$ cat src/design/fes_defines.vh
`ifndef FES_DEFINES_VH
`define FES_DEFINES_VH

// ==========================================================
// clock
`define FES_CLK_NS        10
`define FES_CYC_PER_MS    (1000000 / `FES_CLK_NS)

// ==========================================================
// bus cycle times in ns, cycle counts round up (least times)
`define FES_TWP_NS        50
`define FES_TWPH_NS       35
`define FES_TACC_NS       85
`define FES_READ_STROBE_HIGH_PULSE_NS      50
`define FES_TWP_CYC       ((`FES_TWP_NS + `FES_CLK_NS - 1) / `FES_CLK_NS)
`define FES_TWPH_CYC      ((`FES_TWPH_NS + `FES_CLK_NS - 1) / `FES_CLK_NS)
`define FES_TACC_CYC      ((`FES_TACC_NS + `FES_CLK_NS - 1) / `FES_CLK_NS)
`define FES_READ_STROBE_HIGH_PULSE_CYC     ((`FES_READ_STROBE_HIGH_PULSE_NS + `FES_CLK_NS - 1) / `FES_CLK_NS)
`define FES_SYNC_CYC      2

// ==========================================================
// erase times in ms (chip erase in s), limits round down (longest times)
`define FES_TSEC1_TYP_MS  60
`define FES_TSEC1_MAX_MS  90
`define FES_TSEC2_TYP_MS  200
`define FES_TSEC2_MAX_MS  300
`define FES_TEC_TYP_S     13
`define FES_TSEC1_MAX_CYC (`FES_TSEC1_MAX_MS * `FES_CYC_PER_MS)
`define FES_TSEC2_MAX_CYC (`FES_TSEC2_MAX_MS * `FES_CYC_PER_MS)

// ==========================================================
// command words: low byte data, 12-bit command address
`define FES_ADDR_UNLOCK1  12'h555
`define FES_ADDR_UNLOCK2  12'h2aa
`define FES_ADDR_ID0      21'h000000
`define FES_ADDR_ID1      21'h000001
`define FES_DAT_UNLOCK1   8'haa
`define FES_DAT_UNLOCK2   8'h55
`define FES_DAT_ERASE     8'h80
`define FES_DAT_CHIP      8'h10
`define FES_DAT_SECTOR    8'h30
`define FES_DAT_ID_ENTRY  8'h90
`define FES_DAT_ID_EXIT   8'hf0
`define FES_TOGGLE_BIT    6

// ==========================================================
// user operation codes
`define FES_OP_CHIP       2'h0
`define FES_OP_SECTOR     2'h1
`define FES_OP_ID         2'h2

// command sequence selectors
`define FES_SEQ_CHIP      3'h0
`define FES_SEQ_SECTOR    3'h1
`define FES_SEQ_ID_IN     3'h2
`define FES_SEQ_EXIT_S    3'h3
`define FES_SEQ_EXIT_L    3'h4

`endif

$ cat src/design/fes_bus_cycle.v
`timescale 1ns/100ps
`default_nettype none
`include "fes_defines.vh"

module fes_bus_cycle (
  input  wire        clk_i,
  input  wire        rst_i,
  input  wire        start_i,
  input  wire        wr_i,
  input  wire [20:0] addr_i,
  input  wire [15:0] wdata_i,
  output reg         done_o,
  output reg  [15:0] rdata_o,
  output reg  [20:0] flash_addr_o,
  output reg  [15:0] flash_dq_o,
  output reg         flash_dq_oe_o,
  input  wire [15:0] flash_dq_i,
  output reg         flash_ce_n_o,
  output reg         flash_oe_n_o,
  output reg         flash_we_n_o
);

  // ==========================================================
  // timing
  localparam integer TWP_N   = `FES_TWP_CYC - 1;
  localparam integer TWPH_N  = `FES_TWPH_CYC - 1;
  localparam integer TACC_N  = `FES_TACC_CYC + `FES_SYNC_CYC - 1;
  localparam integer READ_STROBE_HIGH_PULSE_N = `FES_READ_STROBE_HIGH_PULSE_CYC - 1;
  // counts are cut to the counter width on purpose, all fit in four bits
  localparam [3:0] TWP_C   = TWP_N[3:0];
  localparam [3:0] TWPH_C  = TWPH_N[3:0];
  localparam [3:0] TACC_C  = TACC_N[3:0];
  localparam [3:0] READ_STROBE_HIGH_PULSE_C = READ_STROBE_HIGH_PULSE_N[3:0];

  localparam [1:0] B_IDLE = 2'h0;
  localparam [1:0] B_SET  = 2'h1;
  localparam [1:0] B_PUL  = 2'h2;
  localparam [1:0] B_REC  = 2'h3;

  reg [1:0]  state_q;
  reg [3:0]  cnt_q;
  reg        wr_q;
  reg [15:0] dq_s1_q;
  reg [15:0] dq_s2_q;

  // ==========================================================
  // data pins come from outside, two flops before use
  always @(posedge clk_i) begin
    dq_s1_q <= flash_dq_i;
    dq_s2_q <= dq_s1_q;
  end

  // ==========================================================
  // one write or read cycle on the pins
  always @(posedge clk_i) begin
    if (rst_i) begin
      state_q       <= B_IDLE;
      cnt_q         <= 4'h0;
      wr_q          <= 1'b0;
      done_o        <= 1'b0;
      rdata_o       <= 16'h0000;
      flash_addr_o  <= 21'h000000;
      flash_dq_o    <= 16'h0000;
      flash_dq_oe_o <= 1'b0;
      flash_ce_n_o  <= 1'b1;
      flash_oe_n_o  <= 1'b1;
      flash_we_n_o  <= 1'b1;
    end else begin
      done_o <= 1'b0;
      case (state_q)
        B_IDLE: begin
          if (start_i) begin
            wr_q          <= wr_i;
            flash_addr_o  <= addr_i;
            flash_dq_o    <= wdata_i;
            flash_dq_oe_o <= wr_i;
            flash_ce_n_o  <= 1'b0;
            state_q       <= B_SET;
          end
        end
        B_SET: begin
          flash_we_n_o <= ~wr_q;
          flash_oe_n_o <= wr_q;
          // read wait covers access time plus the synchroniser
          cnt_q        <= wr_q ? TWP_C : TACC_C;
          state_q      <= B_PUL;
        end
        B_PUL: begin
          if (cnt_q == 4'h0) begin
            if (!wr_q) begin
              rdata_o <= dq_s2_q;
            end
            flash_we_n_o <= 1'b1;
            flash_oe_n_o <= 1'b1;
            // strobe high time also keeps data held after the write edge
            cnt_q        <= wr_q ? TWPH_C : READ_STROBE_HIGH_PULSE_C;
            state_q      <= B_REC;
          end else begin
            cnt_q <= cnt_q - 4'h1;
          end
        end
        B_REC: begin
          if (cnt_q == 4'h0) begin
            flash_ce_n_o  <= 1'b1;
            flash_dq_oe_o <= 1'b0;
            done_o        <= 1'b1;
            state_q       <= B_IDLE;
          end else begin
            cnt_q <= cnt_q - 4'h1;
          end
        end
        default: begin
          state_q <= B_IDLE;
        end
      endcase
    end
  end

endmodule // fes_bus_cycle

`default_nettype wire

$ cat src/design/fes_host.v
// Contract
// chip erase ends with data 10h at command address 555
// sector erase ends with data 30h at an address inside the sector
// toggle bit alternates on successive status reads while the flash is busy
// status polling keeps one fixed address for every read
// in id mode bit zero low gives maker code, high gives part code
// id mode is lost at power-down; flash restarts in array read
// after the id exit sequence the flash returns to array read
// both id exit sequences are equally valid
// commands use low data byte and address bits eleven to zero only
// small sector erase typically 60 ms, at most 90 ms
// large sector erase typically 200 ms, at most 300 ms
// chip erase takes about 13 s; poll until completion
// when the operation ends the toggle bit stops and array data returns
// id reads hold address bits one to twenty low, bit zero selects
`timescale 1ns/100ps
`default_nettype none
`include "fes_defines.vh"

module fes_host #(
  parameter [31:0] SEC_SMALL_MAX_CYC = `FES_TSEC1_MAX_CYC,
  parameter [31:0] SEC_LARGE_MAX_CYC = `FES_TSEC2_MAX_CYC
) (
  input  wire        clk_i,
  input  wire        rst_i,
  input  wire        op_valid_i,
  input  wire [1:0]  op_code_i,
  input  wire [20:0] sect_addr_i,
  input  wire        sect_small_i,
  input  wire        exit_long_i,
  output reg         busy_o,
  output reg         done_o,
  output reg         timeout_o,
  output reg  [15:0] maker_id_o,
  output reg  [15:0] part_id_o,
  output wire [20:0] flash_addr_o,
  output wire [15:0] flash_dq_o,
  output wire        flash_dq_oe_o,
  input  wire [15:0] flash_dq_i,
  output wire        flash_ce_n_o,
  output wire        flash_oe_n_o,
  output wire        flash_we_n_o
);

  // ==========================================================
  // states
  localparam [2:0] S_IDLE  = 3'h0;
  localparam [2:0] S_CMD   = 3'h1;
  localparam [2:0] S_POLL  = 3'h2;
  localparam [2:0] S_ID_RD = 3'h3;
  localparam [2:0] S_EXIT  = 3'h4;
  localparam [2:0] S_FIN   = 3'h5;

  reg [2:0]  state_q;
  reg [2:0]  seq_q;
  reg [2:0]  step_q;
  reg [1:0]  op_q;
  reg [20:0] sect_q;
  reg        small_q;
  reg        exit_long_q;
  reg        wait_q;
  reg        first_q;
  reg        prev_tgl_q;
  reg        id_sel_q;
  reg [31:0] tmo_cnt_q;
  reg        start_q;
  reg        wr_q;
  reg [20:0] addr_q;
  reg [15:0] wdata_q;

  wire        cyc_done;
  wire [15:0] rdata;
  wire [31:0] tmo_lim;
  wire [19:0] cmd_w;

  // ==========================================================
  // command table: {address, data}
  function [19:0] cmd_word;
    input [2:0] seq;
    input [2:0] step;
    begin
      cmd_word = {`FES_ADDR_UNLOCK1, `FES_DAT_UNLOCK1};
      case (step)
        3'h1: cmd_word = {`FES_ADDR_UNLOCK2, `FES_DAT_UNLOCK2};
        3'h2: begin
          if (seq == `FES_SEQ_ID_IN) begin
            cmd_word = {`FES_ADDR_UNLOCK1, `FES_DAT_ID_ENTRY};
          end else if (seq == `FES_SEQ_EXIT_L) begin
            cmd_word = {`FES_ADDR_UNLOCK1, `FES_DAT_ID_EXIT};
          end else begin
            cmd_word = {`FES_ADDR_UNLOCK1, `FES_DAT_ERASE};
          end
        end
        3'h4: cmd_word = {`FES_ADDR_UNLOCK2, `FES_DAT_UNLOCK2};
        3'h5: cmd_word = {`FES_ADDR_UNLOCK1, `FES_DAT_CHIP};
        default: cmd_word = {`FES_ADDR_UNLOCK1, `FES_DAT_UNLOCK1};
      endcase
      if (seq == `FES_SEQ_EXIT_S) begin
        cmd_word = {12'h000, `FES_DAT_ID_EXIT};
      end
    end
  endfunction

  function [2:0] cmd_last;
    input [2:0] seq;
    begin
      case (seq)
        `FES_SEQ_CHIP:   cmd_last = 3'h5;
        `FES_SEQ_SECTOR: cmd_last = 3'h5;
        `FES_SEQ_EXIT_S: cmd_last = 3'h0;
        default:         cmd_last = 3'h2;
      endcase
    end
  endfunction

  // a function result cannot be sliced, so the word is held on a net
  assign cmd_w = cmd_word(seq_q, step_q);

  // chip erase has no upper bound, so its limit trips only once the counter saturates at 32'hffffffff
  assign tmo_lim = (op_q != `FES_OP_SECTOR) ? 32'hffffffff :
                   (small_q ? SEC_SMALL_MAX_CYC : SEC_LARGE_MAX_CYC);

  // ==========================================================
  // sequencer
  always @(posedge clk_i) begin
    if (rst_i) begin
      state_q     <= S_IDLE;
      seq_q       <= `FES_SEQ_CHIP;
      step_q      <= 3'h0;
      op_q        <= `FES_OP_CHIP;
      sect_q      <= 21'h000000;
      small_q     <= 1'b0;
      exit_long_q <= 1'b0;
      wait_q      <= 1'b0;
      first_q     <= 1'b0;
      prev_tgl_q  <= 1'b0;
      id_sel_q    <= 1'b0;
      tmo_cnt_q   <= 32'h00000000;
      start_q     <= 1'b0;
      wr_q        <= 1'b0;
      addr_q      <= 21'h000000;
      wdata_q     <= 16'h0000;
      busy_o      <= 1'b0;
      done_o      <= 1'b0;
      timeout_o   <= 1'b0;
      maker_id_o  <= 16'h0000;
      part_id_o   <= 16'h0000;
    end else begin
      start_q <= 1'b0;
      done_o  <= 1'b0;
      case (state_q)
        S_IDLE: begin
          if (op_valid_i && op_code_i <= `FES_OP_ID) begin
            op_q        <= op_code_i;
            sect_q      <= sect_addr_i;
            small_q     <= sect_small_i;
            exit_long_q <= exit_long_i;
            seq_q       <= (op_code_i == `FES_OP_ID) ? `FES_SEQ_ID_IN : {1'b0, op_code_i};
            step_q      <= 3'h0;
            wait_q      <= 1'b0;
            timeout_o   <= 1'b0;
            busy_o      <= 1'b1;
            state_q     <= S_CMD;
          end
        end
        S_CMD, S_EXIT: begin
          if (!wait_q) begin
            start_q <= 1'b1;
            wr_q    <= 1'b1;
            wait_q  <= 1'b1;
            // upper data byte stays low, and address bits above eleven too except on the 30h sector write
            addr_q  <= {9'h000, cmd_w[19:8]};
            wdata_q <= {8'h00, cmd_w[7:0]};
            if (seq_q == `FES_SEQ_SECTOR && step_q == 3'h5) begin
              addr_q  <= sect_q;
              wdata_q <= {8'h00, `FES_DAT_SECTOR};
            end
          end else if (cyc_done) begin
            wait_q <= 1'b0;
            if (step_q != cmd_last(seq_q)) begin
              step_q <= step_q + 3'h1;
            end else if (state_q == S_EXIT) begin
              state_q <= S_FIN;
            end else if (seq_q == `FES_SEQ_ID_IN) begin
              id_sel_q <= 1'b0;
              state_q  <= S_ID_RD;
            end else begin
              first_q   <= 1'b1;
              tmo_cnt_q <= 32'h00000000;
              state_q   <= S_POLL;
            end
          end
        end
        S_POLL: begin
          if (tmo_cnt_q != 32'hffffffff) begin
            tmo_cnt_q <= tmo_cnt_q + 32'h1;
          end
          // flag an overrun but keep polling until the toggle stops
          if (tmo_cnt_q >= tmo_lim) begin
            timeout_o <= 1'b1;
          end
          if (!wait_q) begin
            start_q <= 1'b1;
            wr_q    <= 1'b0;
            wait_q  <= 1'b1;
            addr_q  <= sect_q;
          end else if (cyc_done) begin
            wait_q     <= 1'b0;
            first_q    <= 1'b0;
            prev_tgl_q <= rdata[`FES_TOGGLE_BIT];
            // two reads in a row with an equal toggle bit mean the operation has ended
            if (!first_q && rdata[`FES_TOGGLE_BIT] == prev_tgl_q) begin
              state_q <= S_FIN;
            end
          end
        end
        S_ID_RD: begin
          if (!wait_q) begin
            start_q <= 1'b1;
            wr_q    <= 1'b0;
            wait_q  <= 1'b1;
            addr_q  <= id_sel_q ? `FES_ADDR_ID1 : `FES_ADDR_ID0;
          end else if (cyc_done) begin
            wait_q <= 1'b0;
            if (!id_sel_q) begin
              maker_id_o <= rdata;
              id_sel_q   <= 1'b1;
            end else begin
              part_id_o <= rdata;
              seq_q     <= exit_long_q ? `FES_SEQ_EXIT_L : `FES_SEQ_EXIT_S;
              step_q    <= 3'h0;
              state_q   <= S_EXIT;
            end
          end
        end
        S_FIN: begin
          busy_o  <= 1'b0;
          done_o  <= 1'b1;
          state_q <= S_IDLE;
        end
        default: begin
          state_q <= S_IDLE;
        end
      endcase
    end
  end

  // ==========================================================
  // pin timing
  fes_bus_cycle u_cyc (
    .clk_i         (clk_i),
    .rst_i         (rst_i),
    .start_i       (start_q),
    .wr_i          (wr_q),
    .addr_i        (addr_q),
    .wdata_i       (wdata_q),
    .done_o        (cyc_done),
    .rdata_o       (rdata),
    .flash_addr_o  (flash_addr_o),
    .flash_dq_o    (flash_dq_o),
    .flash_dq_oe_o (flash_dq_oe_o),
    .flash_dq_i    (flash_dq_i),
    .flash_ce_n_o  (flash_ce_n_o),
    .flash_oe_n_o  (flash_oe_n_o),
    .flash_we_n_o  (flash_we_n_o)
  );

endmodule // fes_host

`default_nettype wire
$ cat config.mk
export PLATFORM = sky130hd
export DESIGN_NAME = fes_host
export DESIGN_NICKNAME = d
export VERILOG_FILES = /design/src/design/fes_bus_cycle.v /design/src/design/fes_host.v
export VERILOG_INCLUDE_DIRS = /design/src /design/src/design
export SDC_FILE = /design/constraint.sdc
export NUM_CORES = 1
export LEC_CHECK = 0
export BUFFER_PORTS_ARGS = -buffer_cell sky130_fd_sc_hd__clkbuf_2
export CORE_ASPECT_RATIO = 0.7
export CORE_MARGIN = 3
export CORE_UTILIZATION = 45
export DETAILED_ROUTE_END_ITERATION = 7
export PLACE_DENSITY_LB_ADDON = 0.2
export SLEW_MARGIN = 5
export SYNTH_ARGS = -nofsm -noshare
export SYNTH_HDL_FRONTEND = slang
export SYNTH_SLANG_ARGS = --single-unit
$ cat constraint.sdc
create_clock -name clk_i -period 2.2 [get_ports clk_i]
set_input_delay 0.33 -clock clk_i [delete_from_list [all_inputs] [get_ports clk_i]]
set_output_delay 0.33 -clock clk_i [all_outputs]
set_load 0.01 [all_outputs]
==> impl_metrics.yaml <==
worst_setup_path:
  rr_worst_depth: 10
  cpLargestDelayFamily: "compound AO/OA/AOI/OAI gates"
  max_stage_delay_ns: 0.39
  path_cells: "buf_6, inv_4, nand4_1, a311oi_2, buf_4, buf_6, o21ai_4, buf_4, o41ai_1, a21oi_1"
  end_kind: "flip-flop"
  cp-endpoint: "tmo_cnt_q[12]"
  r2r_end: "tmo_cnt_q[12]"
  crit_fanout: 8
  critical_path_cell_count: 10
  critical-path-slowest-cell: "o41ai_1"
  r2r-start: "seq_q[2]"
  worstPathArrival_ns: 2.56
  crit_type: "reg2reg"
  r2r_slack_ns: 0.02
  cp.required_ns: 2.58
  critPathBufInv: 5
  critPathLaunch: "seq_q[2]"
  start_kind: "flip-flop"
clocking:
  cts.sinks: 221
  cts_max_level: 1
  clockRootBuffer: "clkbuf_16"
  cts.path.max_buffers: 3
  cts_made_buffers: 22
  clk-insertion-delay-late_ns: 0.52
  clk_pin_slew_ns: 0.07
  cts_tree: "yes"
yosys:
  synth_cells: 1119
  netlist_area_mm2: 0.009052
  synth-compound-area-share_pct: 19.38
  ys_types: 69
  synth_mux_area_share_pct: 0.5667
  ys_async_sr_fraction_pct: 0
  syn_area_per_cell_um2: 8.090
  yosys.area_share.simple_pct: 24.19
  synth_xor_area_share_pct: 0.5805
  synth_seq_cells: 221
  synth_top_family_by_area: "simple AND/OR/NAND/NOR gates"
  synth_fa_ha_area_share_pct: 1.659
  synth_warnings: 0
  synth-seq-area-share_pct: 48.87
  synth_ff_type: "dfxtp_1"
  synth_edf_count: 0
routing:
  routed-via-count: 8252
  drt-pass1-iter-count: 5
  wl_per_cell_um: 15.12
  drtIter0Drc: 602
  viasPerCell: 5.317
  antenna_left: 0
  drt_wl_total_um: 23460
  drt_drc_violations_left: 0
power:
  powerDensity_mw_per_mm2: 953.4
  intPower_w: 0.007756
  net-switching-power_w: 0.003076
  peakVddDrop_v: 0.0005558
  clkPwrFrac_pct: 39.3
  power_frac_seq_pct: 42.4
  p_sw_share_pct: 28.40
  p_comb_share_pct: 18.3
  p_leak_nw: 4.250
floorplan:
  rows: 42
  initial_utilization_pct: 46.81
  ios: 120
  die_area_mm2: 0.02188
  core-area_mm2: 0.01934
  die_h_um: 124.7
  fp.dieW_um: 175.5
place:
  dp_hpwl_um: 15820
  routabilityCongestion: 0.9197
  dpl-instance-area_mm2: 0.01018
  io_buffers: 111
sta:
  hold_viol_final: 0
  fin_crit_ns: 2.177
  tightest_slew_ns: 0.7652
  max_freq_mhz: 459.3
  fin_tns_setup_ns: 0
  finalCritPeriodShare_pct: 98.97
  clock_skew_ns: 0.02045
  drv_slew: 0
  hold_slack_ns: 0.01993
  setup_viol: 0
  max_slew_margin_pct: 48.98
  rsz0062_at_grt: "yes"
worst_hold_path:
  hp-class: "in2reg"
cells_and_area:
  fin_area_mm2: 0.01136
  nets: 1330
  num_antenna_cells: 0
  final_cell_mix: "nand2_1 (268), dfxtp_1 (208), a21oi_1 (161), clkbuf_2 (110), buf_4 (73)"
  n_fill_cell: 1779
  syn2layout_area_growth_pct: 25.50
  final_common_cell: "nand2_1"
  drive_above_1_share_pct: 21.12
global_route:
  grt_antenna_before_repair: 0
  grt_start_max_net_pins: 156
  grt_usage_pct: 20.61
  grt_pass1_wl_um: 38120
  grt_overflow_total: 0
  grt_pass1_vias: 7526
run_status:
  status: "finished clean"
flow_run:
  maxCapViolations: 0
-- cell type report --
| cell class | instances | area, um^2 | share of cell area [%] |
|---|---|---|---|
| Clock buffer | 26 | 595.6 | 5.242 |
| Clock inverter | 12 | 240.2 | 2.115 |
| Inverter | 22 | 85.08 | 0.7489 |
| Multi-Input combinational cell | 803 | 4335 | 38.16 |
| Sequential cell | 221 | 4451 | 39.17 |
| Tap cell | 264 | 330.3 | 2.907 |
| Timing Repair Buffer | 204 | 1324 | 11.65 |
-- per-layer routing --
metal	global-route usage (%)	share of wire, %	up-vias
met5	0	0	-
met4	4.328	1.6	0
met3	3.626	6.1	27
met2	30.03	41	228
met1	31.75	51	3806
li1	-	-	4191
-- worst reg2reg max path, cell delays in order (launching register included) --
cell and delay (ns):
dfxtp_2 0.33, buf_6 0.13, inv_4 0.05, nand4_1 0.16, a311oi_2 0.36, buf_4 0.17, buf_6 0.09, o21ai_4 0.08
buf_4 0.17, o41ai_1 0.39, a21oi_1 0.11
-- state kept, by name, summed over array words and instances (netlist names), 4 cells and up --
signal,count
part_id_o,16
u_cyc.dq_s2_q,16
u_cyc.flash_addr_o,21
maker_id_o,16
u_cyc.cnt_q,4
tmo_cnt_q,32
u_cyc.dq_s1_q,16
sect_q,21
wdata_q,6
u_cyc.rdata_o,16
addr_q,21
u_cyc.flash_dq_o,6
-- power by group through the flow --
stage	sequential [W]	clock (W)	combinational, W
2_1_floorplan	0.00462	0	0.00139
3_3_place_gp	0.00466	0	0.00192
3_5_place_dp	0.00467	0	0.00194
4_1_cts	0.00459	0.00434	0.00197
5_1_grt	0.00464	0.00452	0.00223
6_report	0.00459	0.00425	0.00199
-- through the flow --
step / std cells / total power (W) / worst slack, ns / utilization, %
2_1_floorplan: 1126 / 0.006001 / 0.004469 / -
3_3_place_gp: 1491 / 0.006581 / 0.07374 / 52.62
3_5_place_dp: 1491 / 0.006613 / -0.01223 / 52.62
4_1_cts: 1545 / 0.01090 / -0.002338 / 57.78
5_1_grt: 1552 / 0.01139 / -0.1086 / 58.75
6_report: 1552 / 0.01083 / 0.02266 / 58.75
-- repair_timing --
item	in CTS	in global routing
buffers inserted	0	6
gates resized for setup	1	42
endpoints found under the setup margin	3	46
pin swaps	0	15
hold endpoints to repair	16	0
gates cloned	0	1
hold buffers	16	0
-- synth_stat cells (all sizes together), types with 3 or more instances --
cell type / n / area [um^2]
clkbuf: 64 / 241.5
a311oi: 3 / 32.53
a211oi: 20 / 150.1
nor4: 6 / 50.04
o21ai: 40 / 200.2
mux2i: 4 / 40.04
nand2b: 10 / 62.56
nor3: 16 / 80.08
nor2b: 9 / 56.30
or4: 11 / 82.58
a2111oi: 3 / 45.05
a32oi: 3 / 26.28
or4b: 4 / 40.04
nand4: 10 / 77.57
or3: 21 / 131.4
and2: 5 / 31.28
a31oi: 4 / 25.02
o2111ai: 3 / 26.28
and3: 4 / 25.02
o211ai: 12 / 90.09
nor2: 62 / 232.7
ha: 12 / 150.1
nand2: 269 / 1010
buf: 16 / 102.6
xnor2: 3 / 26.28
dfxtp: 221 / 4424
o21bai: 3 / 22.52
o21a: 3 / 22.52
a22oi: 4 / 30.03
xor2: 3 / 26.28
a21oi: 164 / 820.8
o22ai: 3 / 18.77
inv: 21 / 78.83
o41ai: 4 / 35.03
o31ai: 5 / 37.54
nand3: 37 / 185.2
and4: 5 / 43.79
-- kinds of logic after synthesis --
group	after synthesis
and+or+nand+nor	479
buffers and inverters	102
xor gates and xnor gates	6
other	1
AOI/OAI and AO/OA	293
muxes	5
adders and majority gates	12
DFF	221
-- how the worst min path moves through the flow --
stage          depth (start not counted)  slack [ns]           endpoint              start
3_5_place_dp                           0        0.31   u_cyc.dq_s2_q[3]   u_cyc.dq_s1_q[3]
5_1_grt                                3        0.02         sect_q[18]    sect_addr_i[18]
4_1_cts                                3       0.004         sect_q[10]    sect_addr_i[10]
6_report                               3        0.02         sect_q[10]    sect_addr_i[10]
3_3_place_gp                           0        0.31  u_cyc.dq_s2_q[13]  u_cyc.dq_s1_q[13]
2_1_floorplan                          0        0.31   u_cyc.dq_s2_q[0]   u_cyc.dq_s1_q[0]
(Power assumes the default switching activity.)
